### config.mk
export PLATFORM = sky130hd
export DESIGN_NAME = ettc_top
export DESIGN_NICKNAME = d
export VERILOG_FILES = /design/src/rtl/ettc_pkg.sv /design/src/rtl/ettc_top.sv
export SDC_FILE = /design/constraint.sdc
export NUM_CORES = 1
export LEC_CHECK = 0
export ABC_AREA = 0
export ABC_CLOCK_PERIOD_IN_PS = 5200
export BUFFER_PORTS_ARGS = -buffer_cell sky130_fd_sc_hd__buf_2
export CORE_AREA = 2 2 138 140
export CTS_CLUSTER_SIZE = 40
export DETAILED_ROUTE_END_ITERATION = 6
export DIE_AREA = 0 0 140 142
export HOLD_SLACK_MARGIN = 0.05
export MAX_ROUTING_LAYER = met4
export PLACE_DENSITY = 0.63
export SLEW_MARGIN = 20
export SYNTH_ARGS = -nofsm -noshare
export SYNTH_HDL_FRONTEND = slang
export SYNTH_SLANG_ARGS = --single-unit
### constraint.sdc
create_clock -name clk -period 5.2 [get_ports clk]
set_input_delay 0.26 -clock clk [delete_from_list [all_inputs] [get_ports clk]]
set_output_delay 0.26 -clock clk [all_outputs]
set_load 0.05 [all_outputs]
### src/rtl/ettc_pkg.sv
// Purpose: shared constants, register map and carrier types of the trigger/trace control
// Assumes: 32-bit APB, one aligned word per register
// Notes: all offsets are byte addresses
package ettc_pkg;

  // =====================================================================
  // register map
  localparam logic [7:0] CTRL_OFF = 8'h00;     // mode and break options
  localparam logic [7:0] EVT_ON_OFF = 8'h04;   // range-start address
  localparam logic [7:0] EVT_OFF_OFF = 8'h08;  // range-stop address
  localparam logic [7:0] EVT_HIT_OFF = 8'h0C;  // single-address hit address
  localparam logic [7:0] PERI_OFF = 8'h10;     // peripheral options
  localparam logic [7:0] STAT_OFF = 8'h14;     // read-only sticky status
  localparam logic [7:0] ICLR_OFF = 8'h18;     // write-one-to-clear status
  localparam logic [7:0] IEN_OFF = 8'h1C;      // interrupt enable
  localparam logic [7:0] LIVE_OFF = 8'h20;     // live block state
  localparam logic [7:0] PRESC_OFF = 8'h24;    // timer prescaler divisor

  // =====================================================================
  // control register fields
  localparam int CTRL_FILT_BIT = 0;      // trace filtering enable
  localparam int CTRL_MODE_BIT = 1;      // 0 range pair, 1 single hit
  localparam int CTRL_SIG_LSB = 2;       // 2-bit output signalling variant
  localparam int CTRL_BRK_TRIG_BIT = 4;  // break on trigger input
  localparam int CTRL_BRK_OVF_BIT = 5;   // break on trace overflow
  localparam int CTRL_RESUME_BIT = 6;    // write 1: release the stop

  // peripheral option fields
  localparam int PERI_TA_RUN_BIT = 0;    // timer A runs through a stop
  localparam int PERI_TB_RUN_BIT = 1;    // timer B runs through a stop
  localparam int PERI_PWM_RUN_BIT = 2;   // pwm runs through a stop
  localparam int PERI_HALT_RST_BIT = 3;  // halt with watchdog resets chip
  localparam int PERI_WDG_HW_BIT = 4;    // watchdog enabled by hardware
  localparam int PERI_SLOW_BIT = 5;      // slow clock mode
  localparam int PERI_CLK_EXT_BIT = 6;   // core clock from external inlet

  // status / interrupt bits
  localparam int ST_TRIG_BIT = 0;        // trigger-input break
  localparam int ST_OVF_BIT = 1;         // trace overflow break
  localparam int ST_HIT_BIT = 2;         // single-address hit seen
  localparam int ST_RST_BIT = 3;         // halt-watchdog reset issued
  localparam int ST_W = 4;

  // =====================================================================
  // reset values and limits
  localparam logic [31:0] CTRL_RST = 32'h0000_0000;
  localparam logic [31:0] PERI_RST = 32'h0000_0000;
  localparam logic [15:0] PRESC_RST = 16'h0000;
  localparam logic [15:0] TRACE_VALID_ADDR = 16'h2000;  // valid above this
  localparam int RST_PULSE_CYC = 4;                     // chip reset width

  // output signalling variants
  typedef enum logic [1:0] {ETTC_SIG_LEVEL, ETTC_SIG_RISE, ETTC_SIG_FALL, ETTC_SIG_PULSE}
    ettc_sig_t;

  // one bus access of the emulated core
  typedef struct packed {
    logic        valid;  // access strobe this cycle
    logic [15:0] addr;   // accessed address
  } ettc_core_acc_t;

  // probe-side trace sideband
  typedef struct packed {
    logic       trig_valid;  // trigger-input/probe bits valid
    logic       trig_in;     // sampled trigger input
    logic [2:0] probe;       // sampled probe bits
  } ettc_trace_side_t;

endpackage

### src/rtl/ettc_top.sv
// Functional notes
// - range-start address turns range event on
// - range-stop address turns range event off
// - hit event only during matching access cycles
// - filtering on gates trace by events
// - trigger output follows range or hit
// - trigger-input rise stops after current instruction
// - trace full stops program when enabled
// - trigger/probe trace bits valid above 2000H
// - timers: 16-bit counter with prescaler, compare, pwm, capture
// - timer run option decides freeze at stop
// - first timer external clock never frozen
// - pwm offers same run-or-freeze option
// - halt with watchdog resets when selected
// - watchdog enable source selectable
// - core clock from on-board or inlet only
//
// Purpose: emulator debug control: event qualify, trigger, trace gate, break, peripheral options
// Assumes: single clock clk, APB slave, core and probe inputs synchronous to clk
// Notes: timers are shown by their freeze/run enables; capture/compare live in the timer block
//
// Design decisions made here: register access over APB and the address map.
`timescale 1ns/1ps
module ettc_top #(
  parameter int ADDR_W = 16  // core address width
) (
  // clock and reset
  input wire logic clk,
  input wire logic arst_n,
  // apb slave
  input wire logic psel,
  input wire logic penable,
  input wire logic pwrite,
  input wire logic [7:0] paddr,
  input wire logic [31:0] pwdata,
  output logic [31:0] prdata,
  output logic pready,
  output logic pslverr,
  // emulated core
  input wire ettc_pkg::ettc_core_acc_t core_acc,
  input wire logic instr_done,
  input wire logic halt_exec,
  input wire logic wdg_active,
  input wire logic trace_full,
  // external pins
  input wire logic external_trigger_input,
  input wire logic first_timer_external_clock,
  input wire logic [2:0] probe_in,
  output logic external_trigger_output,
  // trace and stop
  output logic trace_record,
  output ettc_pkg::ettc_trace_side_t trace_side,
  output logic core_stop,
  output logic chip_reset,
  // peripheral controls
  output logic timer_a_run,
  output logic timer_b_run,
  output logic pwm_run,
  output logic timer_a_ext_clk,
  output logic timer_presc_tick,
  output logic wdg_hw_enable,
  output logic slow_mode,
  output logic clk_sel_ext,
  output logic irq
);

  // =====================================================================
  // state
  typedef struct packed {
    logic [31:0] ctrl;        // control register
    logic [31:0] peri;        // peripheral options
    logic [ADDR_W-1:0] a_on;  // range start address
    logic [ADDR_W-1:0] a_off; // range stop address
    logic [ADDR_W-1:0] a_hit; // hit address
    logic [15:0] presc;       // prescaler divisor
    logic [15:0] pcnt;        // prescaler counter
    logic [ettc_pkg::ST_W-1:0] stat;  // sticky status
    logic [ettc_pkg::ST_W-1:0] ien;   // interrupt enable
    logic range_act;          // range event state
    logic ev_prev;            // previous selected event
    logic trig_prev;          // previous trigger input
    logic brk_pend;           // break waits for instruction end
    logic stop;               // program stopped
    logic [2:0] rcnt;         // chip reset pulse counter
    logic [31:0] prdata;
    logic pready;
    logic pslverr;
    logic trig_out;
    logic trace_rec;
    ettc_pkg::ettc_trace_side_t side;
    logic presc_tick;
    logic irq;
    logic ta_run;             // timer A run gate
    logic tb_run;             // timer B run gate
    logic pwm_run;            // pwm run gate
    logic ext_clk;            // timer A external clock copy, never gated
    logic rst_out;            // chip reset output
  } ettc_state_t;

  ettc_state_t state_reg;     // registered state
  ettc_state_t state_next;    // next state
  logic [1:0] rst_sync_reg;   // reset release synchroniser
  logic rst_n;                // synchronised reset

  // =====================================================================
  // reset release
  always_ff @(posedge clk or negedge arst_n)
  begin
    if (!arst_n)
      rst_sync_reg <= 2'h0;
    else
      rst_sync_reg <= {rst_sync_reg[0], 1'b1};
  end
  assign rst_n = rst_sync_reg[1];

  // =====================================================================
  // next state
  always_comb
  begin
    logic hit;        // single-address event this cycle
    logic on_hit;     // access at range start
    logic off_hit;    // access at range stop
    logic ev;         // selected event for output and trace
    logic wr;         // apb write access phase
    logic rd;         // apb read access phase
    logic [ettc_pkg::ST_W-1:0] set_v;  // status set events
    logic [ettc_pkg::ST_W-1:0] clr_v;  // status clear requests
    ettc_pkg::ettc_sig_t sig;          // output variant
    // locals start from a known value on every pass
    hit = 1'b0;
    on_hit = 1'b0;
    off_hit = 1'b0;
    ev = 1'b0;
    state_next = state_reg;
    wr = psel && penable && pwrite && !state_reg.pready;
    rd = psel && penable && !pwrite && !state_reg.pready;
    set_v = '0;
    clr_v = '0;
    sig = ettc_pkg::ettc_sig_t'(state_reg.ctrl[ettc_pkg::CTRL_SIG_LSB +: 2]);

    // address qualifiers
    hit = core_acc.valid && (core_acc.addr[ADDR_W-1:0] == state_reg.a_hit);
    on_hit = core_acc.valid && (core_acc.addr[ADDR_W-1:0] == state_reg.a_on);
    off_hit = core_acc.valid && (core_acc.addr[ADDR_W-1:0] == state_reg.a_off);
    // range event: stop wins if both match in one cycle
    if (off_hit)
      state_next.range_act = 1'b0;
    else if (on_hit)
      state_next.range_act = 1'b1;

    // event selection for the trigger output
    if (state_reg.ctrl[ettc_pkg::CTRL_MODE_BIT])
      ev = hit;
    else
      // range as it stands after this access: on at the start, off at the stop access
      ev = state_next.range_act;
    state_next.ev_prev = ev;

    // output signalling variant
    unique case (sig)
      ettc_pkg::ETTC_SIG_LEVEL: state_next.trig_out = ev;
      ettc_pkg::ETTC_SIG_RISE: state_next.trig_out = ev && !state_reg.ev_prev;
      ettc_pkg::ETTC_SIG_FALL: state_next.trig_out = !ev && state_reg.ev_prev;
      ettc_pkg::ETTC_SIG_PULSE: state_next.trig_out = ev ^ state_reg.ev_prev;
    endcase

    // trace gating
    if (state_reg.ctrl[ettc_pkg::CTRL_FILT_BIT])
      state_next.trace_rec = ev && !state_reg.stop;
    else
      state_next.trace_rec = !state_reg.stop;
    // trace sideband validity
    state_next.side.trig_valid = core_acc.addr > ettc_pkg::TRACE_VALID_ADDR;
    state_next.side.trig_in = external_trigger_input;
    state_next.side.probe = probe_in;

    // break on trigger input rising edge, taken at instruction end
    state_next.trig_prev = external_trigger_input;
    if (state_reg.ctrl[ettc_pkg::CTRL_BRK_TRIG_BIT] && external_trigger_input
        && !state_reg.trig_prev)
      state_next.brk_pend = 1'b1;
    if (state_next.brk_pend && instr_done)
    begin
      state_next.brk_pend = 1'b0;
      state_next.stop = 1'b1;
      set_v[ettc_pkg::ST_TRIG_BIT] = 1'b1;
    end
    // break on trace overflow
    if (state_reg.ctrl[ettc_pkg::CTRL_BRK_OVF_BIT] && trace_full && !state_reg.stop)
    begin
      state_next.stop = 1'b1;
      set_v[ettc_pkg::ST_OVF_BIT] = 1'b1;
    end
    if (hit)
      set_v[ettc_pkg::ST_HIT_BIT] = 1'b1;

    // halt with watchdog reset
    if (state_reg.rcnt != 3'h0)
      state_next.rcnt = state_reg.rcnt - 3'h1;
    else if (halt_exec && wdg_active && state_reg.peri[ettc_pkg::PERI_HALT_RST_BIT])
    begin
      state_next.rcnt = 3'(ettc_pkg::RST_PULSE_CYC);
      set_v[ettc_pkg::ST_RST_BIT] = 1'b1;
    end

    // timer prescaler, frozen at a stop unless timer A runs
    if (!state_reg.stop || state_reg.peri[ettc_pkg::PERI_TA_RUN_BIT])
    begin
      if (state_reg.pcnt >= state_reg.presc)
      begin
        state_next.pcnt = 16'h0000;
        state_next.presc_tick = 1'b1;
      end
      else
      begin
        state_next.pcnt = state_reg.pcnt + 16'h0001;
        state_next.presc_tick = 1'b0;
      end
    end
    else
      state_next.presc_tick = 1'b0;

    // apb access
    state_next.pready = psel && penable && !state_reg.pready;
    state_next.pslverr = 1'b0;
    state_next.prdata = 32'h0000_0000;
    if (wr)
    begin
      unique case (paddr)
        ettc_pkg::CTRL_OFF:
        begin
          state_next.ctrl = {25'h0, 1'b0, pwdata[5:0]};
          // a break raised in the same cycle wins over the resume
          if (pwdata[ettc_pkg::CTRL_RESUME_BIT] && !set_v[ettc_pkg::ST_TRIG_BIT]
              && !set_v[ettc_pkg::ST_OVF_BIT])
            state_next.stop = 1'b0;
        end
        ettc_pkg::EVT_ON_OFF: state_next.a_on = pwdata[ADDR_W-1:0];
        ettc_pkg::EVT_OFF_OFF: state_next.a_off = pwdata[ADDR_W-1:0];
        ettc_pkg::EVT_HIT_OFF: state_next.a_hit = pwdata[ADDR_W-1:0];
        ettc_pkg::PERI_OFF: state_next.peri = {25'h0, pwdata[6:0]};
        ettc_pkg::ICLR_OFF: clr_v = pwdata[ettc_pkg::ST_W-1:0];
        ettc_pkg::IEN_OFF: state_next.ien = pwdata[ettc_pkg::ST_W-1:0];
        ettc_pkg::PRESC_OFF: state_next.presc = pwdata[15:0];
        ettc_pkg::STAT_OFF, ettc_pkg::LIVE_OFF: ;
        default: state_next.pslverr = 1'b1;
      endcase
    end
    else if (rd)
    begin
      unique case (paddr)
        ettc_pkg::CTRL_OFF: state_next.prdata = state_reg.ctrl;
        ettc_pkg::EVT_ON_OFF: state_next.prdata = 32'(state_reg.a_on);
        ettc_pkg::EVT_OFF_OFF: state_next.prdata = 32'(state_reg.a_off);
        ettc_pkg::EVT_HIT_OFF: state_next.prdata = 32'(state_reg.a_hit);
        ettc_pkg::PERI_OFF: state_next.prdata = state_reg.peri;
        ettc_pkg::STAT_OFF: state_next.prdata = 32'(state_reg.stat);
        ettc_pkg::IEN_OFF: state_next.prdata = 32'(state_reg.ien);
        ettc_pkg::LIVE_OFF:
          state_next.prdata = {28'h0, state_reg.brk_pend, state_reg.stop,
                               state_reg.trig_out, state_reg.range_act};
        ettc_pkg::PRESC_OFF: state_next.prdata = {16'h0, state_reg.presc};
        ettc_pkg::ICLR_OFF: ;
        default: state_next.pslverr = 1'b1;
      endcase
    end

    // sticky status: set wins over clear
    state_next.stat = (state_reg.stat & ~clr_v) | set_v;
    state_next.irq = |(state_next.stat & state_next.ien);

    // peripheral gates from the next state, so the outputs stay in step with stop
    state_next.ta_run = !state_next.stop || state_next.peri[ettc_pkg::PERI_TA_RUN_BIT];
    state_next.tb_run = !state_next.stop || state_next.peri[ettc_pkg::PERI_TB_RUN_BIT];
    state_next.pwm_run = !state_next.stop || state_next.peri[ettc_pkg::PERI_PWM_RUN_BIT];
    // external timer clock is copied whatever the stop state
    state_next.ext_clk = first_timer_external_clock;
    state_next.rst_out = state_next.rcnt != 3'h0;
  end

  // =====================================================================
  // state register
  always_ff @(posedge clk or negedge rst_n)
  begin
    if (!rst_n)
    begin
      state_reg <= '0;
      state_reg.ctrl <= ettc_pkg::CTRL_RST;
      state_reg.peri <= ettc_pkg::PERI_RST;
      state_reg.presc <= ettc_pkg::PRESC_RST;
      // not stopped in reset, so every peripheral runs
      state_reg.ta_run <= 1'b1;
      state_reg.tb_run <= 1'b1;
      state_reg.pwm_run <= 1'b1;
    end
    else
      state_reg <= state_next;
  end

  // =====================================================================
  // outputs, all straight from flip-flops
  assign prdata = state_reg.prdata;
  assign pready = state_reg.pready;
  assign pslverr = state_reg.pslverr;
  assign external_trigger_output = state_reg.trig_out;
  assign trace_record = state_reg.trace_rec;
  assign trace_side = state_reg.side;
  assign core_stop = state_reg.stop;
  assign chip_reset = state_reg.rst_out;
  assign timer_a_run = state_reg.ta_run;
  assign timer_b_run = state_reg.tb_run;
  assign pwm_run = state_reg.pwm_run;
  assign timer_a_ext_clk = state_reg.ext_clk;
  assign timer_presc_tick = state_reg.presc_tick;
  assign wdg_hw_enable = state_reg.peri[ettc_pkg::PERI_WDG_HW_BIT];
  assign slow_mode = state_reg.peri[ettc_pkg::PERI_SLOW_BIT];
  assign clk_sel_ext = state_reg.peri[ettc_pkg::PERI_CLK_EXT_BIT];
  assign irq = state_reg.irq;

endmodule // ettc_top

==> flow_metrics.py, run 1 <==
metrics = {
    "outcome": {
        "outcome": "finished with violations",
        "violations": "design-rule violations",
    },
    "critical_path": {
        "worstSetupPathType": "in -> reg",
        "crit_arrival_ns": 2.93,
        "reg2reg_depth": 3,
        "r2r_slack_ns": 2.58,
        "critPathMaxFanout": 16,
        "crit_path_end_kind": "flop",
        "critPathLaunchType": "primary input",
        "reg2reg_to": "state_reg[140]$_DFFE_PN0P_",
        "cp.required_ns": 5.50,
        "timing.rr.start": "pready$_DFF_PN0_",
    },
    "clocking": {
        "path_clk_slew_ns": 0.06,
        "cts-htree-levels": 4,
        "cts_inserted_buffers": 17,
        "cts-root-buf": "clkbuf_16",
        "cts_sinks": 142,
        "clock_latency_ns": 0.42,
        "cts.path.max_buffers": 2,
        "cts_tree": "built",
        "postCtsSetupRepairBufs": 0,
    },
    "power_and_ir_drop": {
        "power_density_nw_per_um2": 324,
        "p_seq_share_pct": 43.6,
        "p_total_uw": 2720,
        "netSwitchingFraction_pct": 26.2,
        "p_sw_uw": 712,
        "p_int_uw": 2010,
        "peakVddDrop_mv": 0.238,
        "comb_power_share_pct": 12.5,
        "p_leak_uw": 0.00402,
        "clkPwrFrac_pct": 43.9,
    },
    "worst_hold_path": {
        "hp-start": "penable",
        "whs_path_depth": 3,
        "hold_end": "pready$_DFF_PN0_",
        "hold_path_class": "in -> reg",
    },
    "timing": {
        "fin_tns_setup_ns": 0,
        "maxSlewViolCount": 0,
        "setup-violations-final": 0,
        "hold_violations": 0,
        "min_period_ns": 2.63,
        "finalCritPeriodShare_pct": 50.5,
        "tightest_slew_ns": 1.10,
        "rsz0062_at_grt": "no",
        "slew_headroom_pct": 26.6,
        "fmax_mhz": 381,
        "clock_skew_ns": 0.00957,
    },
    "synthesis": {
        "yosys_warnings": 0,
        "ys.flop_type": "dfrtp_1",
        "synth_cells": 651,
        "synth_edf_count": 0,
        "yosysTopAreaCellShare_pct": 48.1,
        "synthArstFlopShare_pct": 100,
        "synth_most_common_cell": "dfrtp_1",
        "synth.top_cells.by_count": "139 x dfrtp_1, 66 x mux2_1, 60 x nand2_1",
        "netlist_area_um2": 7220,
        "yosysSeqAreaShare_pct": 49.2,
        "yosys.area.top_type": "dfrtp_1",
        "synth.distinct_cells": 59,
        "synth_seq_cells": 142,
        "synth_area_leaders": "dfrtp_1 48%, mux2_1 10%, xnor2_1 4.0%, buf_4 3.8%, ha_1 3.6%",
        "syn_area_per_cell_um2": 11.1,
    },
    "die": {
        "die-area_um2": 19900,
        "core-area_um2": 18500,
        "rows": 50,
        "initial_core_util_pct": 39.1,
        "ios": 123,
        "die_h_um": 142,
        "die_w_um": 140,
    },
    "final_layout": {
        "fillCellCount": 1750,
        "seqCellArea_um2": 3560,
        "largest_reg_flops": 104,
        "num_antenna_cells": 0,
        "areaGrowthSynthToFinish_pct": 16.2,
        "drive_gt1_share_pct": 19.7,
        "nets": 826,
        "multi_input_area_um2": 3290,
    },
    "route": {
        "routed-via-count": 5153,
        "drt_iter0_markers": 323,
        "dr.pass1.iters": 7,
        "wl_per_cell_um": 18.6,
        "wl_mm": 18.2,
        "drc": 11,
        "vias_per_cell": 5.26,
        "ant_nets": 0,
    },
    "grt": {
        "antenna_found_initial": 0,
        "grt_usage_pct": 19.6,
        "grt_overflow_total": 0,
        "grt_pass1_wl_mm": 29.1,
        "grt_max_degree": 76,
        "grt_pass1_vias": 5183,
    },
    "placement": {
        "dp_hpwl_mm": 13.3,
        "gp_congestion": 0.872,
        "io_buffers": 90,
    },
    "run": {
        "max-cap-violations": 0,
    },
}
## layout by cell type, fill, tap and decap left out, types with 10 or more instances in the layout
cell	instances
a21oi_1	26
a22oi_1	11
nand3_1	16
nand2_1	60
nand4_1	14
inv_1	24
xnor2_1	33
xor2_1	28
a222oi_1	10
buf_2	90
mux2_1	66
dfrtp_1	138
clkbuf_16	17
conb_1	17
ha_1	21
nor2_1	34
## power by group through the flow
stage | Clock (µW) | Combinational (µW) | Sequential, µW
finish | 1190 | 339 | 1190
global route | 1260 | 373 | 1190
CTS | 1220 | 330 | 1200
detailed placement | 0 | 325 | 1210
global placement | 0 | 322 | 1220
floorplan | 0 | 171 | 1270
## worst max-delay path: stages
cell     delay (ns)
buf_2          0.21
nor4b_2        0.54
and2_1         0.65
nand2_1        0.72
mux2_1         0.53
## routing by layer
layer  wire [µm]  global-route usage [%]
met1        8740                    27.2
met2        8360                    29.6
met3         975                    4.68
met4         129                    4.20
met5           0                       -
## cell type report
| type | count | area share [%] |
|---|---|---|
| Sequential cell | 142 | 42.4 |
| Inverter | 25 | 1.12 |
| Tap cell | 234 | 3.49 |
| Clock buffer | 24 | 5.86 |
| Timing Repair Buffer | 102 | 6.89 |
| Multi-Input combinational cell | 446 | 39.2 |
| Clock inverter | 7 | 1.01 |
## cell families (layout without fill, tap and decap cells)
group / count (synthesis) / count (layout) / synth area share (%)
flip-flops: 142 / 142 / 49.2
XOR/XNOR: 61 / 61 / 7.40
AND/OR/NAND/NOR: 174 / 174 / 12.1
adder cells (fa/ha/maj): 21 / 21 / 3.64
other: 2 / 17 / 0.104
multiplexers: 81 / 81 / 12.7
buffers and inverters: 78 / 158 / 6.01
AO/OA/AOI/OAI: 92 / 92 / 8.80
## worst max-delay path by stage
stage / from / to / slack (ns) / cells past startpoint
after global routing: pready$_DFF_PN0_ / state_reg[136]$_DFFE_PN0P_ / 2.43 / 3
after floorplan: rst_sync_reg[1]$_DFF_PN0_ / chip_reset$_DFF_PN0_ / 0.96 / 0
after global placement: paddr[1] / state_reg[80]$_DFFE_PN0P_ / 2.13 / 6
after CTS: paddr[1] / state_reg[80]$_DFFE_PN0P_ / 2.54 / 6
final: paddr[2] / state_reg[124]$_DFFE_PN0P_ / 2.57 / 5
after detailed placement: paddr[1] / state_reg[80]$_DFFE_PN0P_ / 2.10 / 6
## timing repair
item,in CTS,in global routing
hold endpoints to repair,8,0
hold buffers,7,0
resized for setup,0,0
## through the flow
step / area, µm² / hold slack (ns) / setup WS (ns) / utilization [%] / cells
floorplan: 7280 / -0.0356 / 0.956 / - / 666
global placement: 7720 / 0.0470 / 2.13 / 41.8 / 941
detailed placement: 7720 / 0.0468 / 2.10 / 41.8 / 941
CTS: 8360 / 0.0659 / 2.54 / 45.3 / 979
global route: 8390 / 0.0933 / 2.43 / 45.5 / 980
finish: 8390 / 0.0830 / 2.57 / 45.5 / 980
Note: power is estimated with default switching activity, not from simulation.
==> inputs of run 2 (changes only) <==
ABC_CLOCK_PERIOD_IN_PS = 2300   (was 5200)
PLACE_DENSITY = 0.66   (was 0.63)
clock period = 2.3 ns   (was 5.2 ns; I/O delays follow)
==> run 2 against run 1 <==
Net effect: the run still ends with design-rule violations left; combinational power up 150%; critical path type is now reg -> reg; register-to-register slack got worse by 2.5 ns; clock skew about the same; via count up 5.6%; sequential power grew 120%; first-iteration DRC count increased by 71%; critical endpoint is now external_trigger_output$_DFF_PN0_; wire length up 4.6%; worst setup slack worse by 2.5 ns; sequential share of layout area fell by 2.2 points; cell area up 5.5%; sequential cell count did not move.
==> flow_metrics.py, run 2 (synthesis results as in run 1) <==
metrics = {
    "route": {
        "drt_iter0_markers": 552,
        "ant_nets": 0,
        "vias_per_cell": 5.31,
        "wl_per_cell_um": 18.6,
        "drc": 6,
        "wl_mm": 19.0,
        "routed-via-count": 5444,
        "dr.pass1.iters": 7,
    },
    "placement": {
        "io_buffers": 90,
        "gp_congestion": 0.959,
        "dp_hpwl_mm": 14.0,
        "place_inst": 967,
        "dp_slack_ns": -0.0211,
    },
    "die": {
        "die_w_um": 140,
        "rows": 50,
        "ios": 123,
        "core-area_um2": 18500,
        "die-area_um2": 19900,
        "die_h_um": 142,
        "initial_core_util_pct": 39.1,
    },
    "timing": {
        "maxSlewViolCount": 0,
        "min_period_ns": 2.26,
        "tightest_slew_ns": 0.571,
        "rsz0062_at_grt": "yes",
        "setup-violations-final": 0,
        "slew_headroom_pct": 61.9,
        "finalCritPeriodShare_pct": 98.1,
        "setup_ws_ns": 0.0443,
        "fin_tns_setup_ns": 0,
        "clock_skew_ns": 0.00986,
        "fmax_mhz": 443,
        "hold_violations": 0,
    },
    "power_and_ir_drop": {
        "p_leak_uw": 0.00424,
        "comb_power_share_pct": 13.0,
        "power_density_nw_per_um2": 727,
        "p_int_uw": 4720,
        "p_seq_share_pct": 41.4,
        "p_sw_uw": 1710,
        "netSwitchingFraction_pct": 26.6,
        "clkPwrFrac_pct": 45.6,
        "peakVddDrop_mv": 0.556,
    },
    "final_layout": {
        "largest_reg_flops": 104,
        "final_cells": 1026,
        "final_common_cell": "dfrtp_1",
        "nets": 872,
        "num_antenna_cells": 0,
        "drive_gt1_share_pct": 22.5,
        "areaGrowthSynthToFinish_pct": 22.5,
        "final_cell_mix": "138 x dfrtp_1, 90 x buf_2, 66 x mux2_1",
    },
    "worst_hold_path": {
        "hold_path_class": "in -> reg",
    },
    "clocking": {
        "cts_tree": "built",
        "cts.path.max_buffers": 2,
        "clock_latency_ns": 0.44,
        "cts-root-buf": "clkbuf_16",
        "cts_inserted_buffers": 17,
        "postCtsSetupRepairBufs": 0,
        "cts-htree-levels": 4,
        "cts_sinks": 142,
        "path_clk_slew_ns": 0.06,
    },
    "critical_path": {
        "crit_buf_inv": 1,
        "slowest_stage": "mux4_2",
        "crit_family": "multiplexers",
        "critPathLaunchType": "flop",
        "worstSetupPathType": "reg -> reg",
        "critPathMaxFanout": 4,
        "cp.required_ns": 2.61,
        "crit_path_end_kind": "flop",
        "path_cells": "xnor2_1, nand4_1, nor4_1, a31oi_1, o21ai_2, inv_1, ha_1, mux4_2",
        "crit_arrival_ns": 2.57,
        "crit_path_max_incr_delay_ns": 0.44,
    },
    "outcome": {
        "outcome": "finished with violations",
        "violations": "design-rule violations",
    },
    "grt": {
        "grt_overflow_total": 0,
        "grt_max_degree": 62,
        "antenna_found_initial": 0,
        "grt_pass1_vias": 5455,
        "grt_pass1_wl_mm": 29.5,
        "grt_usage_pct": 20.2,
    },
    "run": {
        "max-cap-violations": 0,
    },
}
[run 2: cell count changes in the layout (fill, tap and decap cells not counted), moves of 3 or more]
| cell | delta |
|---|---|
| clkbuf_8 | -3 |
| clkinvlp_4 | +3 |
| dlygate4sd3_1 | +21 |
| buf_4 | +25 |
| clkinv_2 | -3 |
| clkbuf_1 | -3 |
[run 2: layout make-up]
class / count / area (µm²)
clock buffer: 18 / 439
sequential: 142 / 3560
tap: 234 / 293
fill: 1669 / 9600
multi-input combinational: 446 / 3310
clock inverter: 13 / 188
timing repair buffer: 148 / 968
inverter: 25 / 93.8
[run 2: what timing repair did]
item,CTS,global route
resized for setup,1,3
endpoints found under the hold margin,53,0
endpoints found under the setup margin,1,1
pin swaps,0,2
hold buffers,28,0
[run 2: power groups by stage]
stage	clock network, µW	registers (µW)	logic, µW
6_report	2940	2660	836
5_1_grt	3110	2680	922
4_1_cts	2980	2660	842
3_5_place_dp	0	2710	802
3_3_place_gp	0	2710	793
2_1_floorplan	0	2860	387
[run 2: worst paths after layout]
check / end / cells past startpoint / slack (ns) / from
worst max register to register: external_trigger_output$_DFF_PN0_ / 8 / 0.04 / state_reg[131]$_DFFE_PN0P_
worst max-delay path: external_trigger_output$_DFF_PN0_ / 8 / 0.04 / state_reg[131]$_DFFE_PN0P_
min in group asynchronous: state_reg[109]$_DFFE_PN0P_ / 0 / 0.12 / rst_sync_reg[1]$_DFF_PN0_
worst min-delay path: state_reg[102]$_DFFE_PN0P_ / 2 / 0.07 / pwdata[6]
max in group asynchronous: pready$_DFF_PN0_ / 1 / 1.47 / rst_sync_reg[1]$_DFF_PN0_
worst min register to register: state_reg[109]$_DFFE_PN0P_ / 0 / 0.12 / rst_sync_reg[1]$_DFF_PN0_
[run 2: metal layers]
layer,global-route usage [%],wire [µm]
met5,-,0
met4,5.90,380
met3,4.27,1010
met2,31.7,9150
met1,26.7,8510
[run 2: worst reg2reg max path, stage by stage (launching register included)]
cell	delay (ns)
dfrtp_1	0.41
xnor2_1	0.21
nand4_1	0.13
nor4_1	0.27
a31oi_1	0.17
o21ai_2	0.26
inv_1	0.07
ha_1	0.17
mux4_2	0.44
[run 2: metrics by stage]
step           hold slack (ns)  cell area (µm²)  utilization [%]  total power (µW)
6_report                0.0727             8850             48.0              6440
2_1_floorplan           -0.181             7280                -              3250
3_5_place_dp           -0.0956             7930             42.9              3510
4_1_cts                 0.0607             8840             47.9              6490
3_3_place_gp           -0.0973             7930             42.9              3500
5_1_grt                 0.0826             8850             48.0              6710
==> inputs of run 3 (changes only) <==
BUFFER_PORTS_ARGS = -buffer_cell sky130_fd_sc_hd__buf_4   (was -buffer_cell sky130_fd_sc_hd__buf_2)
==> run 3 against run 2 <==
Net effect: the flow finishes with violations (design-rule violations, negative setup slack); cell area up 2.9%; power down 3.6%; critical path depth unchanged; sequential power about the same; wire length down 0.48%; clock power down 10%; sequential share of layout area down 1.1 points; worst hold slack better by 0.073 ns; global-route usage up 0.071 points; first-iteration DRC count down 18%; non-clock buffer count up 2; critical endpoint unchanged; largest cell class unchanged.
==> flow_metrics.py, run 3 (synthesis results as in run 1) <==
metrics = {
    "placement": {
        "placed_area_um2": 8110,
        "io_buffers": 90,
        "dp_slack_ns": -0.0609,
        "dp_hpwl_mm": 13.6,
        "gp_congestion": 0.967,
    },
    "clocking": {
        "clock_latency_ns": 0.42,
        "cts-root-buf": "clkbuf_16",
        "path_clk_slew_ns": 0.06,
        "cts_inserted_buffers": 17,
        "cts-htree-levels": 4,
        "cts_tree": "built",
        "cts.path.max_buffers": 2,
        "cts_sinks": 142,
    },
    "route": {
        "wl_met1_mm": 8.16,
        "top_layer_used": "met4",
        "dr_wl_met2_mm": 9.00,
        "wl_per_cell_um": 18.4,
        "ant_nets": 0,
        "routed-via-count": 5417,
        "wl_met3_mm": 1.19,
        "drc": 10,
        "drt_iter0_markers": 454,
        "wl_mm": 18.9,
        "vias_per_cell": 5.26,
        "dr.pass1.iters": 7,
    },
    "power_and_ir_drop": {
        "comb_power_share_pct": 14.5,
        "p_int_uw": 4480,
        "peakVddDrop_mv": 0.539,
        "clkPwrFrac_pct": 42.5,
        "p_leak_uw": 0.00431,
        "p_sw_uw": 1720,
        "netSwitchingFraction_pct": 27.7,
        "p_total_uw": 6200,
        "power_density_nw_per_um2": 681,
        "p_seq_share_pct": 43.0,
    },
    "critical_path": {
        "worstSetupPathType": "reg -> reg",
        "reg2reg_depth": 8,
        "crit_path_end_kind": "flop",
        "crit_family": "simple AND/OR/NAND/NOR gates",
        "crit_path_max_incr_delay_ns": 0.45,
        "crit_buf_inv": 1,
        "r2r_slack_ns": -0.009,
        "critPathMaxFanout": 4,
        "cp.required_ns": 2.59,
        "timing.rr.start": "state_reg[123]$_DFFE_PN0P_",
        "critPathLaunchType": "flop",
        "slowest_stage": "mux4_2",
        "crit_arrival_ns": 2.60,
        "reg2reg_to": "external_trigger_output$_DFF_PN0_",
        "path_cells": "xor2_1, nor4_2, nand3_1, o21bai_1, o21ai_2, ha_1, inv_1, mux4_2",
    },
    "die": {
        "initial_core_util_pct": 39.1,
        "rows": 50,
        "die_w_um": 140,
        "die-area_um2": 19900,
        "ios": 123,
        "die_h_um": 142,
        "core-area_um2": 18500,
    },
    "final_layout": {
        "final_cell_mix": "138 x dfrtp_1, 119 x buf_4, 66 x mux2_1",
        "drive_gt1_share_pct": 23.5,
        "final_common_cell": "dfrtp_1",
        "seqCellArea_um2": 3560,
        "largest_reg_flops": 104,
        "fillCellCount": 1668,
        "multi_input_area_um2": 3380,
        "fin_area_um2": 9110,
        "num_antenna_cells": 0,
        "areaGrowthSynthToFinish_pct": 26.1,
        "nets": 874,
    },
    "worst_hold_path": {
        "whs_path_depth": 3,
        "hold_end": "state_reg[63]$_DFF_PN0_",
        "hold_path_class": "in -> reg",
        "hp-start": "wdg_active",
    },
    "grt": {
        "grt_pass1_wl_mm": 29.6,
        "antenna_found_initial": 0,
        "grt_max_degree": 141,
        "grt_pass1_vias": 5429,
        "grt_overflow_total": 0,
        "grt_usage_pct": 20.3,
    },
    "timing": {
        "fmax_mhz": 433,
        "rsz0062_at_grt": "yes",
        "setup_ws_ns": -0.00853,
        "hold_violations": 0,
        "slew_headroom_pct": 49.4,
        "clock_skew_ns": 0.00807,
        "min_period_ns": 2.31,
        "tightest_slew_ns": 0.759,
        "finalCritPeriodShare_pct": 100,
        "maxSlewViolCount": 0,
        "setup-violations-final": 1,
    },
    "outcome": {
        "violations": "design-rule violations, negative setup slack",
        "outcome": "finished with violations",
    },
    "run": {
        "max-cap-violations": 0,
    },
}
run 3: layout make-up:
| class | count | share of cell area [%] |
|---|---|---|
| Multi-Input combinational cell | 446 | 37.1 |
| Sequential cell | 142 | 39.1 |
| Clock buffer | 20 | 5.01 |
| Clock inverter | 12 | 1.24 |
| Inverter | 25 | 1.03 |
| Tap cell | 234 | 3.21 |
| Timing Repair Buffer | 150 | 13.3 |
run 3: worst reg2reg max path, delay by kind of cell, from the launching register on:
kind                     cells  cell delay (ns)
AO/OA/AOI/OAI                2             0.37
AND/OR/NAND/NOR              2             0.45
buffers and inverters        1             0.04
XOR/XNOR                     1             0.18
adder cells (fa/ha/maj)      1             0.29
multiplexers                 1             0.45
flip-flops                   1             0.40
run 3: worst max path at each step:
stage                                        endpoint  slack (ns)                  startpoint  depth (start not counted)
floorplan                               irq$_DFF_PN0_        0.07            pready$_DFF_PN0_                          7
global placement    external_trigger_output$_DFF_PN0_        0.01  state_reg[131]$_DFFE_PN0P_                          8
detailed placement  external_trigger_output$_DFF_PN0_       -0.06  state_reg[131]$_DFFE_PN0P_                          8
CTS                 external_trigger_output$_DFF_PN0_       0.001  state_reg[114]$_DFFE_PN0P_                          8
global route        external_trigger_output$_DFF_PN0_       -0.12  state_reg[123]$_DFFE_PN0P_                          8
finish              external_trigger_output$_DFF_PN0_      -0.009  state_reg[123]$_DFFE_PN0P_                          8
run 3: layer usage:
layer  up-vias  global-route usage (%)
li1       2515                       -
met1      2655                    25.6
met2       202                    31.8
met3        45                    4.91
met4         0                    7.92
met5         -                       -
run 3: metrics by stage:
step	cells	setup TNS (ns)	hold slack [ns]	util (%)
2_1_floorplan	666	0	-0.181	-
3_3_place_gp	962	0	-0.102	44.0
3_5_place_dp	962	-0.0609	-0.101	44.0
4_1_cts	1024	0	0.125	48.7
5_1_grt	1029	-0.121	0.144	49.4
6_report	1029	-0.00853	0.145	49.4
run 3: what timing repair did:
| action | in CTS | in global routing |
|---|---|---|
| endpoints found under the hold margin | 93 | 0 |
| buffers inserted | 0 | 5 |
| hold buffers | 30 | 0 |
| pin swaps | 3 | 12 |
| setup endpoints to repair | 1 | 1 |
| resized for setup | 2 | 12 |
run 3: power by group through the flow:
stage	logic (µW)	clock network (µW)	registers, µW
after floorplan	387	0	2860
after CTS	892	2710	2670
after global routing	977	2820	2680
after global placement	839	0	2710
after detailed placement	850	0	2710
final	897	2640	2670
